[config.mk]
export PLATFORM = sky130hd
export DESIGN_NAME = fpga_config_control
export DESIGN_NICKNAME = d
export VERILOG_FILES = /design/src/pkg/cfg_pkg.sv /design/src/hdl/fpga_config_control.sv
export VERILOG_INCLUDE_DIRS = /design/src /design/src/pkg
export SDC_FILE = /design/constraint.sdc
export NUM_CORES = 1
export LEC_CHECK = 0
export BUFFER_PORTS_ARGS = -buffer_cell sky130_fd_sc_hd__clkbuf_2
export CAP_MARGIN = 20
export CORE_ASPECT_RATIO = 1.4
export CORE_MARGIN = 10
export CORE_UTILIZATION = 50
export DETAILED_ROUTE_END_ITERATION = 16
export GPL_TIMING_DRIVEN = 1
export PLACE_DENSITY_LB_ADDON = 0.1
export REMOVE_ABC_BUFFERS = 1
export SKIP_CTS_REPAIR_TIMING = 1
export SLEW_MARGIN = 20
export SYNTH_ARGS = -nofsm -noshare
export SYNTH_HDL_FRONTEND = slang
export SYNTH_SLANG_ARGS = --single-unit
[constraint.sdc]
create_clock -name clk -period 2.5 [get_ports clk]
set_clock_uncertainty 0.1 [all_clocks]
set_input_delay 0.125 -clock clk [delete_from_list [all_inputs] [get_ports clk]]
set_output_delay 0.125 -clock clk [all_outputs]
set_load 0.01 [all_outputs]
[src/pkg/cfg_defines.svh]
`ifndef CFG_DEFINES_SVH
`define CFG_DEFINES_SVH
// Function
// RULE_01 - Chip OE low tri-states user I/O.
// RULE_02 - Chip OE option off: plain user pin.
// RULE_03 - Init-done pin low throughout configuration.
// RULE_04 - Init-done pin released in user mode.
// RULE_05 - Init-done option off: pin is user I/O.
// RULE_06 - Compression on: decompress serial bitstream.
// RULE_07 - Compression off: load bits unchanged.
// RULE_08 - Two-bit scheme select picks the scheme.
// RULE_09 - Host keeps scheme select steady throughout.
// RULE_10 - Request low: reset, discard, tri-state all. Config-done stays driven low; init-done stays low or follows user_aux_oe.
// RULE_11 - Request rising starts reconfiguration.
// RULE_12 - Request synchronised, rising edge detected.
// RULE_13 - Config-done low until data complete.
// RULE_14 - Error drives status line low.
// RULE_15 - External status low errors, except user mode.
// RULE_16 - Passive serial bits taken on clock rise.
`define CLK_PERIOD_NS 4
`define AS_HALF_NS 20
`define AS_HALF_CYC (`AS_HALF_NS / `CLK_PERIOD_NS)
`define ADDR_CTRL 4'h0
`define ADDR_STATE 4'h4
`define ADDR_IRQ_ST 4'h8
`define ADDR_IRQ_MASK 4'hc
`define CTRL_OE_BIT 0
`define CTRL_INIT_BIT 1
`define CTRL_COMP_BIT 2
`define CTRL_RESET 3'h0
`define IRQ_DONE_BIT 0
`define IRQ_ERR_BIT 1
`define IRQ_RST_BIT 2
`define SCHEME_PS 2'h0
`define SCHEME_AS 2'h1
`define TOK_LAST 2'h3
`endif

[src/pkg/cfg_pkg.sv]
package cfg_pkg;
    typedef enum logic [4:0] {
        ST_RESET  = 5'h01,
        ST_CONFIG = 5'h02,
        ST_INIT   = 5'h04,
        ST_USER   = 5'h08,
        ST_ERROR  = 5'h10
    } state_t;
    typedef struct packed {
        state_t      state;
        logic [1:0]  scheme;
        logic [2:0]  ctrl;
        logic [2:0]  req_s, clk_s, dat_s, stat_s, choe_s, hi_s, lo_s;
        logic        req_lvl, req_prev, clk_lvl, dat_lvl;
        logic        stat_lvl, choe_lvl, hi_lvl, lo_lvl;
        logic [15:0] bitcnt;
        logic [3:0]  tok;
        logic [1:0]  tokn;
        logic [2:0]  run;
        logic        run_act, run_val, par, exp_chk;
        logic [7:0]  init_cnt, div_cnt;
        logic        as_clk;
        logic [2:0]  irq_st, irq_mask;
        logic        irq;
        logic [31:0] rdata;
        logic        cfg_we, cfg_bit;
        logic        status_oe, done_oe, init_oe, init_out;
        logic        user_io_oe, chip_oe_user, cclk_oe, cfg_valid;
    } st_t;
endpackage

[src/hdl/fpga_config_control.sv]
// Added by the designer: the register offsets and the strobed register port.
`timescale 1ns/1ps
`include "cfg_defines.svh"
module fpga_config_control #(
    parameter int CONFIG_BITS = 64,
    parameter int INIT_CYCLES = 16
) (
    input  wire logic        clk,
    input  wire logic        rst_n,
    input  wire logic [3:0]  reg_addr,
    input  wire logic [31:0] reg_wdata,
    input  wire logic        reg_wr,
    input  wire logic        reg_rd,
    output logic      [31:0] reg_rdata,
    output logic             irq,
    input  wire logic        config_request_n,
    input  wire logic        scheme_select_hi,
    input  wire logic        scheme_select_lo,
    input  wire logic        config_clock_in,
    output logic             config_clock_out,
    output logic             config_clock_oe,
    input  wire logic        config_data_in,
    input  wire logic        config_status_od_n_in,
    output logic             config_status_od_n_out,
    output logic             config_status_od_n_oe,
    output logic             config_done_od_out,
    output logic             config_done_od_oe,
    output logic             init_done_out,
    output logic             init_done_oe,
    input  wire logic        user_aux_out,
    input  wire logic        user_aux_oe,
    input  wire logic        chip_output_enable_in,
    output logic             chip_oe_user_in,
    output logic             user_io_oe,
    output logic             cfg_we,
    output logic             cfg_bit,
    output logic             cfg_valid
);
    cfg_pkg::st_t r, n;
    logic bit_edge, raw, emit, emit_b, clr_ev, err_ev;
    logic [15:0] cnt_next;
    logic [3:0]  tok_next;
    logic [2:0]  ev, clr;

    // Level counts once the second and third stages agree.
    function automatic logic filt(input logic [2:0] s, input logic lvl);
        filt = (s[1] == s[2]) ? s[2] : lvl;
    endfunction

    always_comb begin
        n = r;
        ev = 3'h0;
        clr = 3'h0;
        emit = 1'b0;
        emit_b = 1'b0;
        err_ev = 1'b0;
        clr_ev = 1'b0;
        cnt_next = r.bitcnt + 16'h1;
        tok_next = {r.tok[2:0], 1'b0};
        n.rdata = 32'h0;
        n.cfg_we = 1'b0;
        n.req_s = {r.req_s[1:0], config_request_n};
        n.clk_s = {r.clk_s[1:0], config_clock_in};
        n.dat_s = {r.dat_s[1:0], config_data_in};
        n.stat_s = {r.stat_s[1:0], config_status_od_n_in};
        n.choe_s = {r.choe_s[1:0], chip_output_enable_in};
        n.hi_s = {r.hi_s[1:0], scheme_select_hi};
        n.lo_s = {r.lo_s[1:0], scheme_select_lo};
        n.req_lvl = filt(r.req_s, r.req_lvl); // RULE_12
        n.clk_lvl = filt(r.clk_s, r.clk_lvl);
        n.dat_lvl = filt(r.dat_s, r.dat_lvl);
        n.stat_lvl = filt(r.stat_s, r.stat_lvl);
        n.choe_lvl = filt(r.choe_s, r.choe_lvl);
        n.hi_lvl = filt(r.hi_s, r.hi_lvl);
        n.lo_lvl = filt(r.lo_s, r.lo_lvl);
        n.req_prev = r.req_lvl;
        raw = n.dat_lvl;
        // Active serial clock comes from a divider of the core clock.
        n.as_clk = 1'b0;
        n.div_cnt = 8'h0;
        if (r.state == cfg_pkg::ST_CONFIG && r.scheme == `SCHEME_AS) begin
            n.as_clk = r.as_clk;
            n.div_cnt = r.div_cnt + 8'h1;
            if (r.div_cnt == 8'(`AS_HALF_CYC - 1)) begin
                n.div_cnt = 8'h0;
                n.as_clk = ~r.as_clk;
            end
        end
        if (r.scheme == `SCHEME_AS)
            bit_edge = n.as_clk & ~r.as_clk;
        else
            bit_edge = n.clk_lvl & ~r.clk_lvl; // RULE_16
        if (!r.req_lvl) begin
            n.state = cfg_pkg::ST_RESET; // RULE_10
            clr_ev = (r.state != cfg_pkg::ST_RESET);
        end else begin
            case (r.state)
                cfg_pkg::ST_RESET: begin
                    if (r.req_lvl && !r.req_prev) begin // RULE_11 RULE_12
                        n.scheme = {r.hi_lvl, r.lo_lvl}; // RULE_08
                        n.bitcnt = 16'h0;
                        n.tokn = 2'h0;
                        n.run_act = 1'b0;
                        n.par = 1'b0;
                        n.exp_chk = 1'b0;
                        n.init_cnt = 8'h0;
                        if (n.scheme == `SCHEME_PS || n.scheme == `SCHEME_AS)
                            n.state = cfg_pkg::ST_CONFIG;
                        else
                            err_ev = 1'b1;
                    end
                end
                cfg_pkg::ST_CONFIG: begin
                    if (!r.stat_lvl) begin
                        err_ev = 1'b1; // RULE_15
                    end else if (bit_edge && r.exp_chk) begin
                        if (raw != r.par)
                            err_ev = 1'b1; // RULE_14
                        else
                            n.state = cfg_pkg::ST_INIT; // RULE_13
                    end else if (bit_edge && !r.ctrl[`CTRL_COMP_BIT]) begin
                        emit = 1'b1; // RULE_07
                        emit_b = raw;
                    end else if (bit_edge) begin
                        tok_next = {r.tok[2:0], raw}; // RULE_06
                        n.tok = tok_next;
                        n.tokn = r.tokn + 2'h1;
                        if (r.tokn == `TOK_LAST) begin
                            n.run_act = 1'b1;
                            n.run_val = tok_next[3];
                            n.run = tok_next[2:0];
                        end
                    end
                    if (r.run_act && !r.exp_chk) begin
                        emit = 1'b1; // RULE_06
                        emit_b = r.run_val;
                        n.run = r.run - 3'h1;
                        n.run_act = (r.run != 3'h0);
                    end
                    if (emit) begin
                        n.cfg_we = 1'b1;
                        n.cfg_bit = emit_b;
                        n.par = r.par ^ emit_b;
                        n.bitcnt = cnt_next;
                        if (cnt_next == 16'(CONFIG_BITS)) begin
                            n.exp_chk = 1'b1;
                            n.run_act = 1'b0;
                        end
                    end
                end
                cfg_pkg::ST_INIT: begin
                    if (!r.stat_lvl) begin
                        err_ev = 1'b1; // RULE_15
                    end else if (r.init_cnt == 8'(INIT_CYCLES - 1)) begin
                        n.state = cfg_pkg::ST_USER;
                        ev[`IRQ_DONE_BIT] = 1'b1;
                    end else begin
                        n.init_cnt = r.init_cnt + 8'h1;
                    end
                end
                cfg_pkg::ST_USER: n.state = cfg_pkg::ST_USER; // RULE_15
                cfg_pkg::ST_ERROR: n.state = cfg_pkg::ST_ERROR;
                default: n.state = cfg_pkg::ST_RESET;
            endcase
        end
        if (err_ev)
            n.state = cfg_pkg::ST_ERROR;
        ev[`IRQ_ERR_BIT] = err_ev;
        ev[`IRQ_RST_BIT] = clr_ev;
        if (reg_wr) begin
            case (reg_addr)
                `ADDR_CTRL: n.ctrl = reg_wdata[2:0];
                `ADDR_IRQ_ST: clr = reg_wdata[2:0];
                `ADDR_IRQ_MASK: n.irq_mask = reg_wdata[2:0];
                default: n.ctrl = r.ctrl;
            endcase
        end
        n.irq_st = (r.irq_st & ~clr) | ev;
        n.irq = |(n.irq_st & n.irq_mask);
        if (reg_rd) begin
            case (reg_addr)
                `ADDR_CTRL: n.rdata = {29'h0, r.ctrl};
                `ADDR_STATE: n.rdata = {r.bitcnt, 9'h0, r.scheme, r.state};
                `ADDR_IRQ_ST: n.rdata = {29'h0, r.irq_st};
                `ADDR_IRQ_MASK: n.rdata = {29'h0, r.irq_mask};
                default: n.rdata = 32'h0;
            endcase
        end
        n.status_oe = (n.state == cfg_pkg::ST_ERROR); // RULE_14
        n.done_oe = (n.state != cfg_pkg::ST_INIT) &&
                    (n.state != cfg_pkg::ST_USER); // RULE_13
        if (n.ctrl[`CTRL_INIT_BIT]) begin
            n.init_oe = (n.state != cfg_pkg::ST_USER); // RULE_03 RULE_04
            n.init_out = 1'b0;
        end else begin
            n.init_oe = user_aux_oe; // RULE_05
            n.init_out = user_aux_out;
        end
        n.user_io_oe = (n.state == cfg_pkg::ST_USER) &&
                       (!n.ctrl[`CTRL_OE_BIT] || n.choe_lvl); // RULE_01
        n.chip_oe_user = n.ctrl[`CTRL_OE_BIT] ? 1'b0 : n.choe_lvl; // RULE_02
        n.cclk_oe = (n.state == cfg_pkg::ST_CONFIG) &&
                    (n.scheme == `SCHEME_AS);
        n.cfg_valid = (n.state == cfg_pkg::ST_USER); // RULE_10
    end

    always_ff @(posedge clk or negedge rst_n) begin
        if (!rst_n) begin
            r <= '0;
            r.state <= cfg_pkg::ST_RESET;
            r.ctrl <= `CTRL_RESET;
            r.done_oe <= 1'b1;
            r.stat_lvl <= 1'b1;
            r.stat_s <= 3'h7;
        end else begin
            r <= n;
        end
    end

    assign reg_rdata = r.rdata;
    assign irq = r.irq;
    assign config_clock_out = r.as_clk;
    assign config_clock_oe = r.cclk_oe;
    assign config_status_od_n_out = 1'b0;
    assign config_status_od_n_oe = r.status_oe;
    assign config_done_od_out = 1'b0;
    assign config_done_od_oe = r.done_oe;
    assign init_done_out = r.init_out;
    assign init_done_oe = r.init_oe;
    assign chip_oe_user_in = r.chip_oe_user;
    assign user_io_oe = r.user_io_oe;
    assign cfg_we = r.cfg_we;
    assign cfg_bit = r.cfg_bit;
    assign cfg_valid = r.cfg_valid;
endmodule // fpga_config_control

# Word-level counts from Yosys, hierarchy flattened

Index checks and enable logic that the tools add are counted.

Register bits: 133
Output and inout bits: 46

Add/sub/neg operators: 5
Eq/ne operators: 40
Multiplexer cells: 78
Bitwise operators: 11
Reduce and logical (&&, ||, !) cells: 33

Operators by type and width:

| kind                                                                   | number |
|---|---|
| 32-bit case mux with 4 select lines                                    | 1 |
| 5-bit two-way mux                                                      | 9 |
| 7-bit two-way mux                                                      | 5 |
| 1-bit two-way mux                                                      | 33 |
| 16-bit two-way mux                                                     | 2 |
| 32-bit two-way mux                                                     | 1 |
| 16-bit case mux with 2 select lines                                    | 1 |
| 5-bit case mux with 5 select lines                                     | 1 |
| 7-bit AND reduction                                                    | 3 |
| 2-bit two-way mux                                                      | 10 |
| 9-bit two-way mux                                                      | 2 |
| 16-bit by 1-bit adder with 16-bit output, second input constant        | 1 |
| 8-bit by 1-bit adder with 8-bit output, second input constant          | 2 |
| 16-bit by 7-bit equality test with 1-bit output, second input constant | 1 |
| 8-bit two-way mux                                                      | 2 |
| 8-bit case mux with 2 select lines                                     | 1 |
| 2-bit inequality test, second input constant                           | 7 |
| 3-bit two-way mux                                                      | 4 |
| 5-bit by 2-bit equality test with 1-bit output, second input constant  | 2 |
| 5-bit by 4-bit equality test with 1-bit output, second input constant  | 2 |
| 5-bit equality test, second input constant                             | 2 |
| 10-bit two-way mux                                                     | 1 |
| 5-bit AND reduction                                                    | 2 |
| 2-bit nonzero test                                                     | 5 |
| 37 further kinds                                                       | 67 |

# Logic depth before layout (Yosys ltp)

Depth in word-level cells: 15
Mapped depth: 11

# Worst setup path after synthesis

Ideal clock, no wire load.

Kind: register -> register
Start: register r[54] (netlist name)
End: register r[68] (netlist name)
Library setup time: 0.125 ns
Data arrival time: 2.133 ns
Data required time: 2.275 ns
Slack: 0.141 ns
Stages on the path, launching flop included: 9
Buffers on the path: 1
Clock period less this slack: 2.359 ns
Cells stage by stage: dfrtp_1 -> or4_4 -> nor4_4 -> a21o_2 -> and2_4 -> and3_1 -> buf_4 -> nand2_1 -> mux2_4

Cells in the longest elaborated chain, start to end: 8
Elaborated cells on any way between the ends: 10
Those cells by class: eq/ne: 1; mux: 3; bitwise: 3; reduce/logical: 3

Ends and longest elaborated chain:

| element                                          | line                                                   | source |
|---|---|---|
| start: declaration                               | fpga_config_control.sv:39                              | `cfg_pkg::st_t r, n;` |
| start signal: assignment                         | fpga_config_control.sv:216                             | `r <= n;` |
| 8-bit by 3-bit equality test with 1-bit output * | fpga_config_control.sv:84                              | `` if (r.div_cnt == 8'(`AS_HALF_CYC - 1)) begin `` |
| 9-bit two-way mux *                              | fpga_config_control.sv:84                              |  |
| 9-bit two-way mux *                              | fpga_config_control.sv:81                              | `` if (r.state == cfg_pkg::ST_CONFIG && r.scheme == `SCHEME_AS) begin `` |
| 1-bit bitwise AND *                              | fpga_config_control.sv:90                              | `bit_edge = n.as_clk & ~r.as_clk;` |
| 1-bit two-way mux *                              | fpga_config_control.sv:89                              | `` if (r.scheme == `SCHEME_AS) `` |
| 1-bit logical AND, on equally long branches      | fpga_config_control.sv:121, fpga_config_control.sv:116 |  |
| 1-bit NOT (no line)                              | --                                                     |  |
| 7-bit AND reduction (no line) *                  | --                                                     |  |

Mark *: on every way between the ends. The rest lies on a longest branch, timed or not.
A chain may end at the register's enable or synchronous reset.

==> flow_summary.json <==
{
  "p_per_area_nw_per_um2": 743,
  "port_buffers": 54,
  "clk_latency_ns": 0.41,
  "outcome": "complete, no violations",
  "reg2reg_slack_ns": 0.10,
  "layout_commonest_cell": "dfrtp_1",
  "wl_met2_um": 6830,
  "wl_per_cell_um": 15.9,
  "grt_pass1_vias": 4149,
  "crit_path_max_fanout": 10,
  "via_per_inst": 5.26,
  "swShare_pct": 25.4,
  "syn2layout_area_growth_pct": 21.3,
  "synth.area.top_cells": "dfrtp_1 (52%), buf_4 (4.7%), nor2_1 (3.2%)",
  "die_w_um": 110,
  "clkTransAtPathRegs_ns": 0.06,
  "tightestPinTransition_ns": 0.759,
  "end_kind": "flip-flop",
  "intPower_mw": 3.84,
  "instances_no_fill": 784,
  "synth_edf_count": 0,
  "met1_length_um": 4950,
  "dieArea_um2": 16200,
  "mostFrequentLayoutCells": "dfrtp_1 (118), clkbuf_2 (53), nor2_1 (47)",
  "period_needed_ns": 2.40,
  "slew-limit-headroom_pct": 49.3,
  "fin_crit_sh_pct": 95.8,
  "antenna_left": 0,
  "highest_layer": "met4",
  "layout-drive-gt1-share_pct": 23.9,
  "clockPowerShare_pct": 46.8,
  "antenna_found_initial": 0,
  "core_area_um2": 11300,
  "synth-main-ff-cell": "dfrtp_1",
  "cts_sinks": 124,
  "fp-row-count": 46,
  "synth_top_cell_by_area": "dfrtp_1",
  "place.gp.congestion": 0.893,
  "num_io_pins": 95,
  "setup_viol": 0,
  "rsz0062_at_grt": "false",
  "synth_top_cell_area_share_pct": 51.7,
  "numCtsBuffers": 17,
  "synth_area_per_cell_um2": 10.5,
  "final_max_slew_viol_count": 0,
  "dr_wl_met3_um": 434,
  "ys_warn_count": 0,
  "pwr-share-comb_pct": 10.7,
  "dp_cells": 735,
  "worst_ep_arrival_time_ns": 2.58,
  "irDropWorstVdd_mv": 0.545,
  "grt_first_pass_wirelength_um": 20600,
  "finalNetCount": 683,
  "initial_utilization_pct": 50.6,
  "post-route-util_pct": 61.4,
  "cts_tree": "done",
  "num_antenna_cells": 0,
  "detail_route.iter0.violations": 191,
  "setup.worst_path.start_class": "flip-flop",
  "hold_violations": 0,
  "via_count": 4127,
  "fillerInstances": 960,
  "syn_inst": 544,
  "drc_errors": 0,
  "wl_um": 12400,
  "p_sw_mw": 1.31,
  "ys_seq_elements": 124,
  "grt_max_degree": 55,
  "synth_cell_types": 62,
  "ctsRootBufferMaster": "clkbuf_16",
  "crit_required_ns": 2.69,
  "p_leak_nw": 3.26,
  "fmax_mhz": 417,
  "hp-class": "in2reg",
  "drt-pass1-iter-count": 4,
  "h-tree-depth": 4,
  "async_reset_ff_share_pct": 100,
  "power_frac_seq_pct": 42.6,
  "grtUsageTotal_pct": 16.1,
  "die_h_um": 146,
  "netlist_area_um2": 5710,
  "maxCapViolations": 0,
  "dp_hpwl_um": 9050,
  "cts.path.max_buffers": 2,
  "grt_overflow": 0,
  "crit_type": "reg2reg",
  "seq_area_frac_synth_pct": 54.4
}
-- final cells by class --
class / count / area, um^2 / share of cell area, %
Clock buffer: 17 / 425 / 6.14
Timing Repair Buffer: 108 / 746 / 10.8
Inverter: 18 / 67.6 / 0.975
Multi-Input combinational cell: 358 / 2240 / 32.3
Clock inverter: 15 / 165 / 2.38
Sequential cell: 124 / 3110 / 44.9
Tap cell: 144 / 180 / 2.60
-- state kept, by name, summed over array words and instances (netlist names) --
signal	cells
config_status_od_n_oe	1
cfg_we	1
init_done_out	1
config_clock_oe	1
init_done_oe	1
chip_oe_user_in	1
irq	1
config_clock_out	1
user_io_oe	1
config_done_od_oe	1
cfg_valid	1
n	15
r	74
reg_rdata	23
cfg_bit	1
-- layer usage --
layer  global-route usage, %  vias to the layer above
met5                       0                        -
met4                    6.25                        0
met3                    4.01                       13
met2                    27.7                       74
met1                    18.4                     2025
li1                        -                     2015
-- synthesized netlist by cell type (8+ instances only) --
library cell,n
nand3_1,20
o21ai_0,32
o31ai_1,8
nand2_1,43
clkbuf_1,15
nor3_1,15
buf_4,36
nand2b_1,8
nor2_1,48
or3_1,8
and3_1,9
and2_1,24
nor2b_1,9
a21oi_1,14
inv_1,18
xnor2_1,8
dfrtp_1,118
-- worst paths after layout --
path / startpoint / cells past startpoint / end
min in group asynchronous: rst_n / 2 / r[50]
min reg2reg: n[116] / 0 / n[117]
max: r[133] / 7 / config_clock_oe
min: reg_addr[1] / 3 / reg_rdata[2]
max in group asynchronous: rst_n / 3 / r[98]
max reg2reg: r[133] / 7 / config_clock_oe
-- power groups by stage --
stage,registers (mW),logic (mW),clock network [mW]
after floorplan,2.23,0.276,0
after global placement,2.22,0.519,0
after detailed placement,2.22,0.528,0
after CTS,2.19,0.531,2.46
after global routing,2.21,0.608,2.56
final,2.19,0.551,2.41
-- critical path: stages, from the launching register on --
cell	delay (ns)
dfrtp_1	0.48
nor3_1	0.40
nor4b_2	0.36
a22oi_1	0.14
o32a_1	0.30
nand2_1	0.22
or2_2	0.20
nor3_1	0.07
-- cell families (layout without fill, tap and decap cells) --
logic type	Yosys count	after routing	share of synthesized area [%]
buffers and inverters	72	158	7.25
DFF	124	124	54.4
AOI/OAI and AO/OA	86	86	9.61
xor gates and xnor gates	15	15	2.30
muxes	13	13	3.18
adders and majority gates	14	14	2.76
and+or+nand+nor	219	219	20.4
other	1	11	0.0656
-- per-stage QoR --
stage	setup TNS (ns)	cell area (um^2)	hold WS, ns	power (mW)	setup slack, ns
floorplan	0	5400	-0.271	2.50	0.0244
global placement	0	6160	0.0149	2.74	0.00199
detailed placement	-0.542	6160	0.0186	2.75	-0.0766
CTS	-0.805	6750	-0.423	5.18	-0.132
global route	0	6930	0.0268	5.38	0.0187
finish	0	6930	0.00269	5.15	0.104
No activity file was read; power rests on OpenSTA's default activity.
